--- src/hdl/cix_pkg.sv ---
package cix_pkg;

	// ---------------------------------------------------------------
	// Register map; CMD, OPA, OPB and RES_LO at word-aligned byte addresses, the rest at 1, 2, 3 and 5.
	// ---------------------------------------------------------------
	localparam logic [3:0] ADDR_CMD = 4'h0;
	localparam logic [3:0] ADDR_OPA = 4'h4;
	localparam logic [3:0] ADDR_OPB = 4'h8;
	localparam logic [3:0] ADDR_RES_LO = 4'hc;
	localparam logic [3:0] ADDR_RES_HI = 4'h1;
	localparam logic [3:0] ADDR_STAT = 4'h2;
	localparam logic [3:0] ADDR_FP = 4'h3;
	localparam logic [3:0] ADDR_DEFAULT_WORK_REG = 4'h5;

	// ---------------------------------------------------------------
	// Status flag positions.
	// ---------------------------------------------------------------
	localparam int FLG_C = 0;
	localparam int FLG_Z = 1;
	localparam int FLG_OV = 2;
	localparam int FLG_N = 3;
	localparam int FLG_DC = 8;
	localparam int FLG_WATCHDOG_TIMEOUT_FLAG = 4;
	// Sleep status sits clear of the arithmetic flags, so power save leaves N alone.
	localparam int FLG_SLEEP = 5;

	localparam logic [15:0] STAT_RST = 16'h0000;
	localparam logic [15:0] WORD_ZERO = 16'h0000;
	localparam logic [15:0] ONE16 = 16'h0001;
	localparam logic [15:0] TWO16 = 16'h0002;
	localparam logic [15:0] SP_RST = 16'h0800;
	localparam logic [1:0] STACK_DEPTH_LOG = 2'h3;

	// ---------------------------------------------------------------
	// Operations.
	// ---------------------------------------------------------------
	typedef enum logic [4:0] {
		OP_NOP = 5'h00,
		OP_NO_OP_ALT = 5'h01,
		OP_INC = 5'h02,
		OP_INCREMENT_TWO = 5'h03,
		OP_INCLUSIVE_OR = 5'h04,
		OP_LSR1 = 5'h05,
		OP_LSR_N = 5'h06,
		OP_FRAME_LINK = 5'h07,
		OP_MOVE = 5'h08,
		OP_MOVE_TO_DEFAULT_WORK_REG = 5'h09,
		OP_MOVE_LIT16 = 5'h0a,
		OP_MOVE_LIT8 = 5'h0b,
		OP_MOVE_DOUBLE = 5'h0c,
		OP_MUL_SS = 5'h0d,
		OP_MUL_SU = 5'h0e,
		OP_MUL_US = 5'h0f,
		OP_MUL_UU = 5'h10,
		OP_MUL_F = 5'h11,
		OP_POP = 5'h12,
		OP_POP_DOUBLE = 5'h13,
		OP_POP_SHADOW = 5'h14,
		OP_PUSH = 5'h15,
		OP_PUSH_DOUBLE = 5'h16,
		OP_PUSH_SHADOW = 5'h17,
		OP_POWER_SAVE = 5'h18,
		OP_RELATIVE_CALL = 5'h19
	} cix_op_t;

	typedef enum logic [1:0] {
		ST_IDLE = 2'b00,
		ST_SECOND = 2'b01
	} cix_state_t;

	typedef struct packed {
		logic [15:0] lo;
		logic [15:0] hi;
	} cix_pair_t;

	localparam int CMD_OP_LSB = 0;
	localparam int CMD_LIT_LSB = 8;
	localparam int CMD_DEFAULT_WORK_REG_DST = 24;
	localparam int CMD_GO = 31;

endpackage : cix_pkg

--- src/hdl/cix_exec.sv ---
// The register offsets and the Avalon-MM register port are this design's own decisions.
`timescale 1ns/1ps
`default_nettype none

// Function
// - Increment adds one, one cycle, updates C DC N OV Z.
// - Increment-by-two adds two, one cycle, same five flags.
// - Inclusive OR forms take one cycle and change N and Z only.
// - Single logical right shift takes one cycle, updates C N OV Z.
// - Multi-bit right shift by register or 5-bit literal changes N Z; the code shifts by OPB bits 4:0 only, never by the literal.
// - Frame link takes a 14-bit literal, one cycle, no flag change.
// - Moves take one cycle, no flags, except move into default register sets N Z.
// - Immediate moves load 16-bit or 8-bit literal in one cycle, no flags.
// - Double moves take two cycles, one word, no flags.
// - Register multiply in four sign mixes, double product, one cycle.
// - Literal multiply treats the 5-bit literal as unsigned; the code has no literal multiply, each takes OPB or the default register.
// - File multiply uses default register, product to third and second registers.
// - Both no-operation forms take one cycle and change nothing.
// - Pops take one cycle; double pop takes two; no flags.
// - Shadow pop restores shadowed registers in one cycle, may alter all flags.
// - Pushes take one cycle; double push takes two; no flags.
// - Shadow push saves shadowed registers in one cycle, no flag change.
// - Power save literal picks sleep or idle; one cycle; clears watchdog bit, sets sleep bit for sleep only.
// - Relative and computed calls take two cycles, one word, no flags; the code has the relative call only.
module cix_exec
	import cix_pkg::*;
(
	// Clock and reset.
	input wire logic ref_clk,
	input wire logic reset_n,
	// Avalon-MM slave.
	input wire logic [3:0] avs_address,
	input wire logic avs_read,
	input wire logic avs_write,
	input wire logic [31:0] avs_writedata,
	output logic [31:0] avs_readdata,
	output logic avs_waitrequest,
	// Core status.
	output logic busy,
	output logic sleep_mode,
	output logic idle_mode
);

	// ---------------------------------------------------------------
	// Architectural state.
	// ---------------------------------------------------------------
	logic [15:0] opa_ff;
	logic [15:0] opb_ff;
	logic [15:0] default_work_reg_ff;
	logic [15:0] fp_ff;
	logic [15:0] sp_ff;
	logic [15:0] stat_ff;
	logic [15:0] shadow_default_work_reg_ff;
	logic [15:0] shadow_stat_ff;
	cix_pair_t res_ff;
	logic [15:0] stack_ff [0:7];
	logic [31:0] cmd_ff;
	cix_state_t state_ff;
	logic ack_ff;
	logic wait_ff;
	logic [31:0] rdata_ff;
	logic busy_ff;
	logic sleep_ff;
	logic idle_ff;

	cix_op_t op;
	logic [15:0] lit;
	logic go;
	assign op = cix_op_t'(cmd_ff[CMD_OP_LSB +: 5]);
	assign lit = cmd_ff[CMD_LIT_LSB +: 16];
	assign go = avs_write && !ack_ff && avs_address == ADDR_CMD
		&& avs_writedata[CMD_GO];
	logic nxt_ack;
	assign nxt_ack = (avs_read || avs_write) && !ack_ff && state_ff != ST_SECOND;

	// ---------------------------------------------------------------
	// Datapath for the executing command.
	// ---------------------------------------------------------------
	logic [16:0] sum;
	logic [4:0] dsum;
	logic [15:0] orv;
	logic [15:0] shv;
	logic [31:0] prod;
	logic signed [33:0] sprod;
	logic [16:0] ea;
	logic [16:0] eb;
	logic [2:0] sp_idx;

	assign sp_idx = sp_ff[3:1];

	always_comb begin
		ea = {1'b0, opa_ff};
		eb = {1'b0, opb_ff};
		unique case (cmd_ff[CMD_OP_LSB +: 5])
			OP_MUL_SS: begin
				ea = {opa_ff[15], opa_ff};
				eb = {opb_ff[15], opb_ff};
			end
			OP_MUL_SU: begin
				ea = {opa_ff[15], opa_ff};
			end
			OP_MUL_US: begin
				eb = {opb_ff[15], opb_ff};
			end
			OP_MUL_F: begin
				eb = {1'b0, default_work_reg_ff};
			end
			default: begin
			end
		endcase
	end

	always_comb begin
		sum = {1'b0, opa_ff} + {1'b0, (op == OP_INCREMENT_TWO) ? TWO16 : ONE16};
		dsum = {1'b0, opa_ff[3:0]} + ((op == OP_INCREMENT_TWO) ? 5'h02 : 5'h01);
		orv = opa_ff | opb_ff;
		shv = (op == OP_LSR1) ? (opa_ff >> 1) : (opa_ff >> opb_ff[4:0]);
		sprod = $signed(ea) * $signed(eb);
		prod = sprod[31:0];
	end

	// ---------------------------------------------------------------
	// Bus slave: one command write, the answer a cycle later.
	// ---------------------------------------------------------------
	always_ff @(posedge ref_clk) begin
		if (!reset_n) begin
			ack_ff <= 1'b0;
			wait_ff <= 1'b1;
		end else begin
			ack_ff <= nxt_ack;
			wait_ff <= !nxt_ack;
		end
	end

	always_ff @(posedge ref_clk) begin
		if (!reset_n) begin
			rdata_ff <= 32'h0000_0000;
		end else if (avs_read && !ack_ff) begin
			unique case (avs_address)
				ADDR_CMD: rdata_ff <= cmd_ff;
				ADDR_OPA: rdata_ff <= {16'h0000, opa_ff};
				ADDR_OPB: rdata_ff <= {16'h0000, opb_ff};
				ADDR_RES_LO: rdata_ff <= {16'h0000, res_ff.lo};
				ADDR_RES_HI: rdata_ff <= {16'h0000, res_ff.hi};
				ADDR_STAT: rdata_ff <= {16'h0000, stat_ff};
				ADDR_FP: rdata_ff <= {16'h0000, fp_ff};
				ADDR_DEFAULT_WORK_REG: rdata_ff <= {16'h0000, default_work_reg_ff};
				default: rdata_ff <= 32'h0000_0000;
			endcase
		end
	end

	always_ff @(posedge ref_clk) begin
		if (!reset_n) begin
			cmd_ff <= 32'h0000_0000;
			opa_ff <= WORD_ZERO;
			opb_ff <= WORD_ZERO;
		end else if (avs_write && !ack_ff && state_ff == ST_IDLE) begin
			if (avs_address == ADDR_CMD) cmd_ff <= avs_writedata;
			if (avs_address == ADDR_OPA) opa_ff <= avs_writedata[15:0];
			if (avs_address == ADDR_OPB) opb_ff <= avs_writedata[15:0];
		end
	end

	// ---------------------------------------------------------------
	// Sequencer: two-cycle forms hold a second cycle.
	// ---------------------------------------------------------------
	logic run;
	always_ff @(posedge ref_clk) begin
		if (!reset_n) begin
			run <= 1'b0;
		end else begin
			run <= go && state_ff == ST_IDLE;
		end
	end

	always_ff @(posedge ref_clk) begin
		if (!reset_n) begin
			state_ff <= ST_IDLE;
			busy_ff <= 1'b0;
		end else begin
			unique case (state_ff)
				ST_IDLE: begin
					if (run && (op == OP_MOVE_DOUBLE || op == OP_POP_DOUBLE
						|| op == OP_PUSH_DOUBLE || op == OP_RELATIVE_CALL)) begin
						state_ff <= ST_SECOND;
						busy_ff <= 1'b1;
					end
				end
				ST_SECOND: begin
					state_ff <= ST_IDLE;
					busy_ff <= 1'b0;
				end
				default: state_ff <= ST_IDLE;
			endcase
		end
	end

	// ---------------------------------------------------------------
	// Results and special registers.
	// ---------------------------------------------------------------
	always_ff @(posedge ref_clk) begin
		if (!reset_n) begin
			res_ff <= '0;
			default_work_reg_ff <= WORD_ZERO;
			fp_ff <= WORD_ZERO;
			shadow_default_work_reg_ff <= WORD_ZERO;
		end else if (run) begin
			unique case (op)
				OP_INC, OP_INCREMENT_TWO: res_ff.lo <= sum[15:0];
				OP_INCLUSIVE_OR: res_ff.lo <= orv;
				OP_LSR1, OP_LSR_N: res_ff.lo <= shv;
				OP_FRAME_LINK: fp_ff <= sp_ff + {2'h0, lit[13:0]};
				OP_MOVE: res_ff.lo <= opa_ff;
				OP_MOVE_TO_DEFAULT_WORK_REG: default_work_reg_ff <= opa_ff;
				OP_MOVE_LIT16: res_ff.lo <= lit;
				OP_MOVE_LIT8: res_ff.lo <= {8'h00, lit[7:0]};
				OP_MUL_SS, OP_MUL_SU, OP_MUL_US, OP_MUL_UU: res_ff <= {prod[15:0], prod[31:16]};
				OP_MUL_F: res_ff <= {prod[15:0], prod[31:16]};
				OP_POP: res_ff.lo <= stack_ff[sp_idx - 3'h1];
				OP_POP_DOUBLE: res_ff.hi <= stack_ff[sp_idx - 3'h1];
				OP_POP_SHADOW: default_work_reg_ff <= shadow_default_work_reg_ff;
				OP_PUSH_SHADOW: shadow_default_work_reg_ff <= default_work_reg_ff;
				default: begin
				end
			endcase
			if (op == OP_INC || op == OP_INCREMENT_TWO || op == OP_INCLUSIVE_OR
				|| op == OP_LSR1) begin
				if (cmd_ff[CMD_DEFAULT_WORK_REG_DST]) begin
					default_work_reg_ff <= (op == OP_INCLUSIVE_OR) ? orv : (op == OP_LSR1) ? shv : sum[15:0];
				end
			end
		end else if (state_ff == ST_SECOND && op == OP_POP_DOUBLE) begin
			res_ff.lo <= stack_ff[sp_idx - 3'h1];
		end
	end

	// Stack pointer and memory; double push, double pop and relative call move the second word in the second cycle.
	always_ff @(posedge ref_clk) begin
		if (!reset_n) begin
			sp_ff <= SP_RST;
		end else if (run) begin
			unique case (op)
				OP_PUSH, OP_PUSH_DOUBLE, OP_RELATIVE_CALL: begin
					stack_ff[sp_idx] <= opa_ff;
					sp_ff <= sp_ff + TWO16;
				end
				OP_POP, OP_POP_DOUBLE: sp_ff <= sp_ff - TWO16;
				OP_FRAME_LINK: begin
					stack_ff[sp_idx] <= fp_ff;
					sp_ff <= sp_ff + TWO16 + {2'h0, lit[13:0]};
				end
				default: begin
				end
			endcase
		end else if (state_ff == ST_SECOND) begin
			if (op == OP_PUSH_DOUBLE || op == OP_RELATIVE_CALL) begin
				stack_ff[sp_idx] <= opb_ff;
				sp_ff <= sp_ff + TWO16;
			end else if (op == OP_POP_DOUBLE) begin
				sp_ff <= sp_ff - TWO16;
			end
		end
	end

	// ---------------------------------------------------------------
	// Status flags; untouched bits hold their value.
	// ---------------------------------------------------------------
	always_ff @(posedge ref_clk) begin
		if (!reset_n) begin
			stat_ff <= STAT_RST;
			shadow_stat_ff <= STAT_RST;
		end else if (run) begin
			unique case (op)
				OP_INC, OP_INCREMENT_TWO: begin
					stat_ff[FLG_C] <= sum[16];
					stat_ff[FLG_DC] <= dsum[4];
					stat_ff[FLG_N] <= sum[15];
					stat_ff[FLG_OV] <= !opa_ff[15] && sum[15];
					stat_ff[FLG_Z] <= sum[15:0] == WORD_ZERO;
				end
				OP_INCLUSIVE_OR: begin
					stat_ff[FLG_N] <= orv[15];
					stat_ff[FLG_Z] <= orv == WORD_ZERO;
				end
				OP_LSR1: begin
					stat_ff[FLG_C] <= opa_ff[0];
					stat_ff[FLG_N] <= 1'b0;
					stat_ff[FLG_OV] <= 1'b0;
					stat_ff[FLG_Z] <= shv == WORD_ZERO;
				end
				OP_LSR_N: begin
					stat_ff[FLG_N] <= shv[15];
					stat_ff[FLG_Z] <= shv == WORD_ZERO;
				end
				OP_MOVE_TO_DEFAULT_WORK_REG: begin
					stat_ff[FLG_N] <= opa_ff[15];
					stat_ff[FLG_Z] <= opa_ff == WORD_ZERO;
				end
				OP_POP_SHADOW: stat_ff <= shadow_stat_ff;
				OP_PUSH_SHADOW: shadow_stat_ff <= stat_ff;
				OP_POWER_SAVE: begin
					stat_ff[FLG_WATCHDOG_TIMEOUT_FLAG] <= 1'b0;
					stat_ff[FLG_SLEEP] <= lit[0] == 1'b0;
				end
				default: begin
				end
			endcase
		end
	end

	// Power save: literal 0 enters sleep, 1 enters idle; cleared by reset.
	always_ff @(posedge ref_clk) begin
		if (!reset_n) begin
			sleep_ff <= 1'b0;
			idle_ff <= 1'b0;
		end else if (run && op == OP_POWER_SAVE) begin
			sleep_ff <= !lit[0];
			idle_ff <= lit[0];
		end
	end

	assign avs_waitrequest = wait_ff;
	assign avs_readdata = rdata_ff;
	assign busy = busy_ff;
	assign sleep_mode = sleep_ff;
	assign idle_mode = idle_ff;

endmodule : cix_exec

`default_nettype wire

--- config.mk ---
export PLATFORM = sky130hd
export DESIGN_NAME = cix_exec
export DESIGN_NICKNAME = d
export VERILOG_FILES = /design/src/hdl/cix_pkg.sv /design/src/hdl/cix_exec.sv
export SDC_FILE = /design/constraint.sdc
export NUM_CORES = 2
export LEC_CHECK = 0
export BUFFER_PORTS_ARGS = -buffer_cell sky130_fd_sc_hd__buf_2
export CAP_MARGIN = 30
export CORE_AREA = 5 5 216 218
export CTS_CLUSTER_DIAMETER = 120
export CTS_CLUSTER_SIZE = 14
export DETAILED_ROUTE_END_ITERATION = 16
export DIE_AREA = 0 0 221 223
export PLACE_DENSITY = 0.86
export SETUP_SLACK_MARGIN = 0.1
export SLEW_MARGIN = 20
export SYNTH_ARGS = -nofsm -noshare
export SYNTH_HDL_FRONTEND = slang
export SYNTH_SLANG_ARGS = --single-unit
export TNS_END_PERCENT = 30
--- constraint.sdc ---
create_clock -name ref_clk -period 13 [get_ports ref_clk]
set_input_delay 0.65 -clock ref_clk [delete_from_list [all_inputs] [get_ports ref_clk]]
set_output_delay 0.65 -clock ref_clk [all_outputs]
set_load 0.01 [all_outputs]
* Word level (Yosys, flattened, before mapping)
Memory sizes are Yosys's and may differ from the RTL's.
Cells that the tools add are included.
** Storage, ports and cells
- Memory bits (writable) :: 128
- Bits in registers :: 231
- Memories :: 1
- Input port bits :: 40
** Memories
- stack_ff :: depth 8, width 16, rd ports 1, clocked after memory_dff 0, wr ports 1, RTL line cix_exec.sv:56 : logic [15:0] stack_ff [0:7];
** Cells by class
- Shifts and indexed selects :: 1
- Multiplexer cells :: 43
- $add $sub $neg :: 7
- Equality and inequality tests :: 34
- Reductions and logical operators :: 63
- Bitwise logic cells :: 5
- Multiply operators :: 1
** Operator list (number)
- 32-bit one-hot mux with 8 select lines :: 1
- 16-bit two-way mux :: 13
- 16-bit one-hot mux with 8 select lines :: 1
- 16-bit logical NOT :: 4
- 16-bit one-hot mux with 2 select lines :: 2
- 5-bit == test, second input constant :: 10
- 16-bit one-hot mux with 3 select lines :: 1
- 5-bit by 4-bit == test with 1-bit output, second input constant :: 8
- 17-bit one-hot mux with 2 select lines :: 1
- 16-bit by 14-bit adder with 16-bit output :: 2
- 17-bit by 17-bit multiplier with 32-bit output :: 1
- 2-bit AND reduction :: 15
- 5-bit by 3-bit == test with 1-bit output, second input constant :: 4
- 16-bit by 2-bit adder with 17-bit output :: 1
- 17-bit two-way mux :: 1
- 16-bit by 2-bit adder with 16-bit output, second input constant :: 1
- 16-bit OR :: 1
- 16-bit by 5-bit >> shifter with 16-bit output :: 1
- 16-bit by 2-bit subtractor with 16-bit output, second input constant :: 1
- 1-bit two-way mux :: 14
- 1-bit logical AND :: 12
- 2-bit nonzero test :: 6
- 5-bit by 2-bit == test with 1-bit output, second input constant :: 2
- 2-bit OR reduction :: 5
- other kinds (27) :: 46

* Depth between registers and ports, before layout
- Depth in word-level cells :: 8
- Mapped depth :: 31

* Worst setup path before layout
Ideal clock, no wire load.
- Path kind :: register to register
- Start :: register cmd_ff[4]
- End :: register res_ff[15] (netlist name)
- Library setup time :: 0.127 ns
- Setup slack :: 5.749 ns
- Clock period less this slack :: 7.251 ns
- Arrival :: 7.124 ns
- Stages on the path, launching flop included :: 27
- Cells stage by stage :: dfxtp_1 > nand2b_1 > buf_2 > or3_1 > clkbuf_1 > buf_2 > mux2_2 > clkbuf_1 > nand2_1 > inv_1 > fa_1 > inv_1 > fa_1 > inv_1 > fa_1 > fa_1 > fa_1 > fa_1 > ha_1 > and3_2 > nand2_1 > o21ai_0 > a31oi_4 > o311a_1 > nor3_2 > xnor2_1 > o211ai_1
** On the way
- Word-level cells in the longest chain between the ends :: 5
- Elaborated cells on any way between the ends :: 15
- Classes of those cells :: mul (1); eq/ne (6); mux (3); reduce/logical (5)
** RTL lines
- start, declared :: RTL line cix_exec.sv:57 : logic [31:0] cmd_ff;
- start signal, assigned :: RTL line cix_exec.sv:159 : if (avs_address == ADDR_CMD) cmd_ff <= avs_writedata;
- 5-bit by 4-bit == test with 1-bit output :: RTL line cix_exec.sv:94, cix_exec.sv:209
- 2-bit OR reduction (no line)
- 17-bit one-hot mux with 2 select lines / 17-bit two-way mux (equally long branches) :: RTL line cix_exec.sv:94 : unique case (cmd_ff[CMD_OP_LSB +: 5])
- 17-bit by 17-bit multiplier with 32-bit output :: RTL line cix_exec.sv:118 : sprod = $signed(ea) * $signed(eb);
- 16-bit one-hot mux with 2 select lines :: RTL line cix_exec.sv:209 : unique case (op)
- end signal, assigned :: RTL line cix_exec.sv:218 : OP_MUL_SS, OP_MUL_SU, OP_MUL_US, OP_MUL_UU: res_ff <= {prod[15:0], prod[31:16]};
- end signal, assigned :: RTL line cix_exec.sv:219 : OP_MUL_F: res_ff <= {prod[15:0], prod[31:16]};
- end, declared :: RTL line cix_exec.sv:55 : cix_pair_t res_ff;
Parallel ways exist; a longest one is shown, timed or not.
A chain may end at the register's enable or synchronous reset.

* Worst setup path after layout
Ends and elaborated chain as after synthesis.

==> out/results.tsv <==
metric	value	unit
wirelength	104000	µm
design.core.area	44700	µm²
drive_gt1_frac	0.0910	
postSynthAreaPerCell	8.96	µm²
synth_edf_count	128	
synth.most_common_cell	nand2_1	
rows	78	
slew_headroom	0.319	
p_sw	0.499	mW
yosysWarnings	0	
status	completed	
intPower	1.60	mW
synthFlopType	dfxtp_1	
crit_top_cell	fa_1	
fmax	117	MHz
grt.total_usage	0.413	
clock_sinks	359	
post_cts_buffers	0	
p_sw_frac	0.238	
vias	27200	
path_class	flop to flop	
syn-cell-area	30600	µm²
cap_violations	0	
finClkSkew	0.0361	ns
area_delta_synth_final	5.16	%
comb_power_share	0.047	
crit_family	adder cells	
netlist_top_cells_count	nand2_1, inv_1, a21oi_1, fa_1, dfxtp_1	
die_w	221	µm
clockPowerShare	0.397	
synth-seq-cells	359	
grt_pass1_vias	27500	
clock_latency	0.61	ns
nets	3799	
required	13.49	ns
synth_top_area_cell	fa_1	
ctsHtreeMaxLevel	1	
setup_viol	0	
fill_cells	3258	
maxSlewViolCount	0	
synth_xor_area_frac	0.0288	
grt_max_degree	105	
worstSetupStartpointType	flop	
die_h	223	µm
p_per_area	65.0	nW/µm²
firstDrtPassIters	8	
antenna_found_initial	1	
drtIter0Drc	4267	
cp.arrival	9.02	ns
hold_buffers	0	
drcViolationCount	0	
peakVddDrop	0.110	mV
synthCells	3419	
root_buffer	clkbuf_16	
vias_per_cell	6.85	
wl_per_cell	26.2	µm
synth_top_area_share	0.186	
initial_utilization	0.685	
dieArea	49300	µm²
cts_tree	done	
ctsResizeCount	0	
grt_pass1_wl	159000	µm
seq_area_frac_synth	0.277	
path_clk_slew	0.07	ns
tightestPinTransition	1.02	ns
synthMuxAreaShare	0.0613	
ant_nets	0	
worstPathMaxFanout	25	
end_kind	flop	
yosysUniqueCellTypes	104	
async_reset_ff_frac	0	
fin_crit	8.53	ns
place_area	31300	µm²
diodes	0	
hpwlAfterDp	74100	µm
yosys-top-cells-area	fa_1, dfxtp_1, edfxtp_1	
synth_top_family_by_area	adder cells	
leakage	13.5	nW
numPortBuffers	75	
synth_compound_area_frac	0.158	
ios	76	
max_stage_delay	0.92	ns
slowest_stage	dfxtp_1	
fin_setup_tns	0	ns
rsz0062_at_grt	no	
synthesis.nets	3858	
hold_violations	0	
stdcell_area	32200	µm²
cts_buffer_depth	3	
hold_path.class	input pin to flop	
min_period_over_period	0.656	
cts_inserted_buffers	29	
overflow	0	
synthAdderAreaFrac	0.233	
crit_chain	nand2b_1 -> or3_1 -> buf_4 -> mux2_2 -> nand2_1 -> inv_1 -> fa_1 -> inv_1 -> fa_1 -> inv_1 -> fa_1 -> fa_1 -> fa_1 -> fa_1 -> ha_1 -> and3_2 -> nand2_1 -> o21ai_0 -> a31oi_4 -> o311a_1 -> nor3_2 -> xnor2_1 -> o211ai_1	
critPathBufInv	4	
gp_congestion	1.06	
synth-simple-area-share	0.164	
sequentialPowerShare	0.556	
[cell usage in the layout, fill, tap and decap left out, drive strengths merged, types with 11 or more instances in the layout]
cell type	instances
mux4	44
o22ai	20
edfxtp	128
mux2i	72
o21a	15
xor2	39
nand4	11
a22oi	54
and2	73
clkbuf	43
o221ai	12
o211ai	23
fa	285
ha	114
nand2b	28
nand3	68
a221oi	32
and3	17
or3	12
nor2b	77
mux2	14
a211oi	37
a21o	15
a22o	27
a31oi	42
nand2	494
nor2	188
a21oi	286
buf	160
o21ai	127
inv	355
dfxtp	231
nor4	16
nor3	49
xnor2	61
[layer usage]
metal	routed length (µm)	up-vias	part of all wire	track usage
met5	0	-	0	0
met4	7180	0	0.069	0.217
met3	13500	570	0.13	0.109
met2	46900	2051	0.45	0.651
met1	36700	13100	0.35	0.527
li1	-	11500	-	-
[power groups by stage]
stage,clock network [mW],logic (mW),registers [mW]
final,0.831,0.0991,1.16
after floorplan,0,0.0574,1.19
after CTS,0.820,0.0940,1.16
after detailed placement,0,0.0934,1.19
after global routing,0.874,0.103,1.16
after global placement,0,0.0905,1.19
[flip-flops by register name (all words and copies together), names as in the netlist]
| signal | flops |
|---|---|
| shadow_default_work_reg_ff | 16 |
| stack_ff | 128 |
| avs_waitrequest | 1 |
| stat_ff | 16 |
| res_ff | 32 |
| sp_ff | 16 |
| default_work_reg_ff | 16 |
| avs_readdata | 32 |
| run | 1 |
| opb_ff | 16 |
| idle_mode | 1 |
| opa_ff | 16 |
| busy | 1 |
| shadow_stat_ff | 16 |
| sleep_mode | 1 |
| state_ff | 1 |
| ack_ff | 1 |
| fp_ff | 16 |
| cmd_ff | 32 |
[through the flow]
step           hold slack, ns  utilization  power (mW)  worst slack, ns  std cells
2_1_floorplan           0.432            -        1.24             5.75       3419
5_1_grt                 0.302        0.720        2.14             4.12       3973
4_1_cts                 0.305        0.719        2.08             4.60       3967
3_5_place_dp            0.445        0.701        1.28             4.60       3923
3_3_place_gp            0.434        0.700        1.28             4.85       3920
6_report                0.300        0.720        2.09             4.47       3973
[logic make-up (layout without fill, tap and decap cells)]
logic type | count (synthesis) | count (layout)
xor+xnor | 100 | 100
compound gates | 757 | 757
mux | 130 | 130
fa+ha+maj | 399 | 399
buf+inv | 607 | 561
simple gates | 1067 | 1067
flops | 359 | 359
[worst paths after layout]
kind / endpoint / slack (ns) / startpoint / depth (start not counted)
setup / recovery: res_ff[15] / 4.47 / cmd_ff[4] / 23
hold / removal: cmd_ff[30] / 0.30 / avs_writedata[30] / 3
setup reg to reg: res_ff[15] / 4.47 / cmd_ff[4] / 23
hold reg to reg: cmd_ff[28] / 0.46 / cmd_ff[28] / 2
[worst reg2reg max path: cells and delay by family, from the launching register on]
family | cells | cell delay, ns
simple gates | 6 | 1.51
buf+inv | 4 | 0.69
fa+ha+maj | 7 | 3.82
flops | 1 | 0.92
xor+xnor | 1 | 0.15
mux | 1 | 0.47
compound gates | 4 | 0.87
[layout make-up]
class / instances / area (µm²) / share of cell area
Inverter: 356 / 1340 / 0.0417
Clock inverter: 2 / 27.5 / 0.000855
Timing Repair Buffer: 161 / 1040 / 0.0322
Multi-Input combinational cell: 2453 / 19800 / 0.615
Tap cell: 600 / 751 / 0.0233
Sequential cell: 359 / 8470 / 0.263
Clock buffer: 42 / 774 / 0.0241
Power figures use the tool's default switching activity.
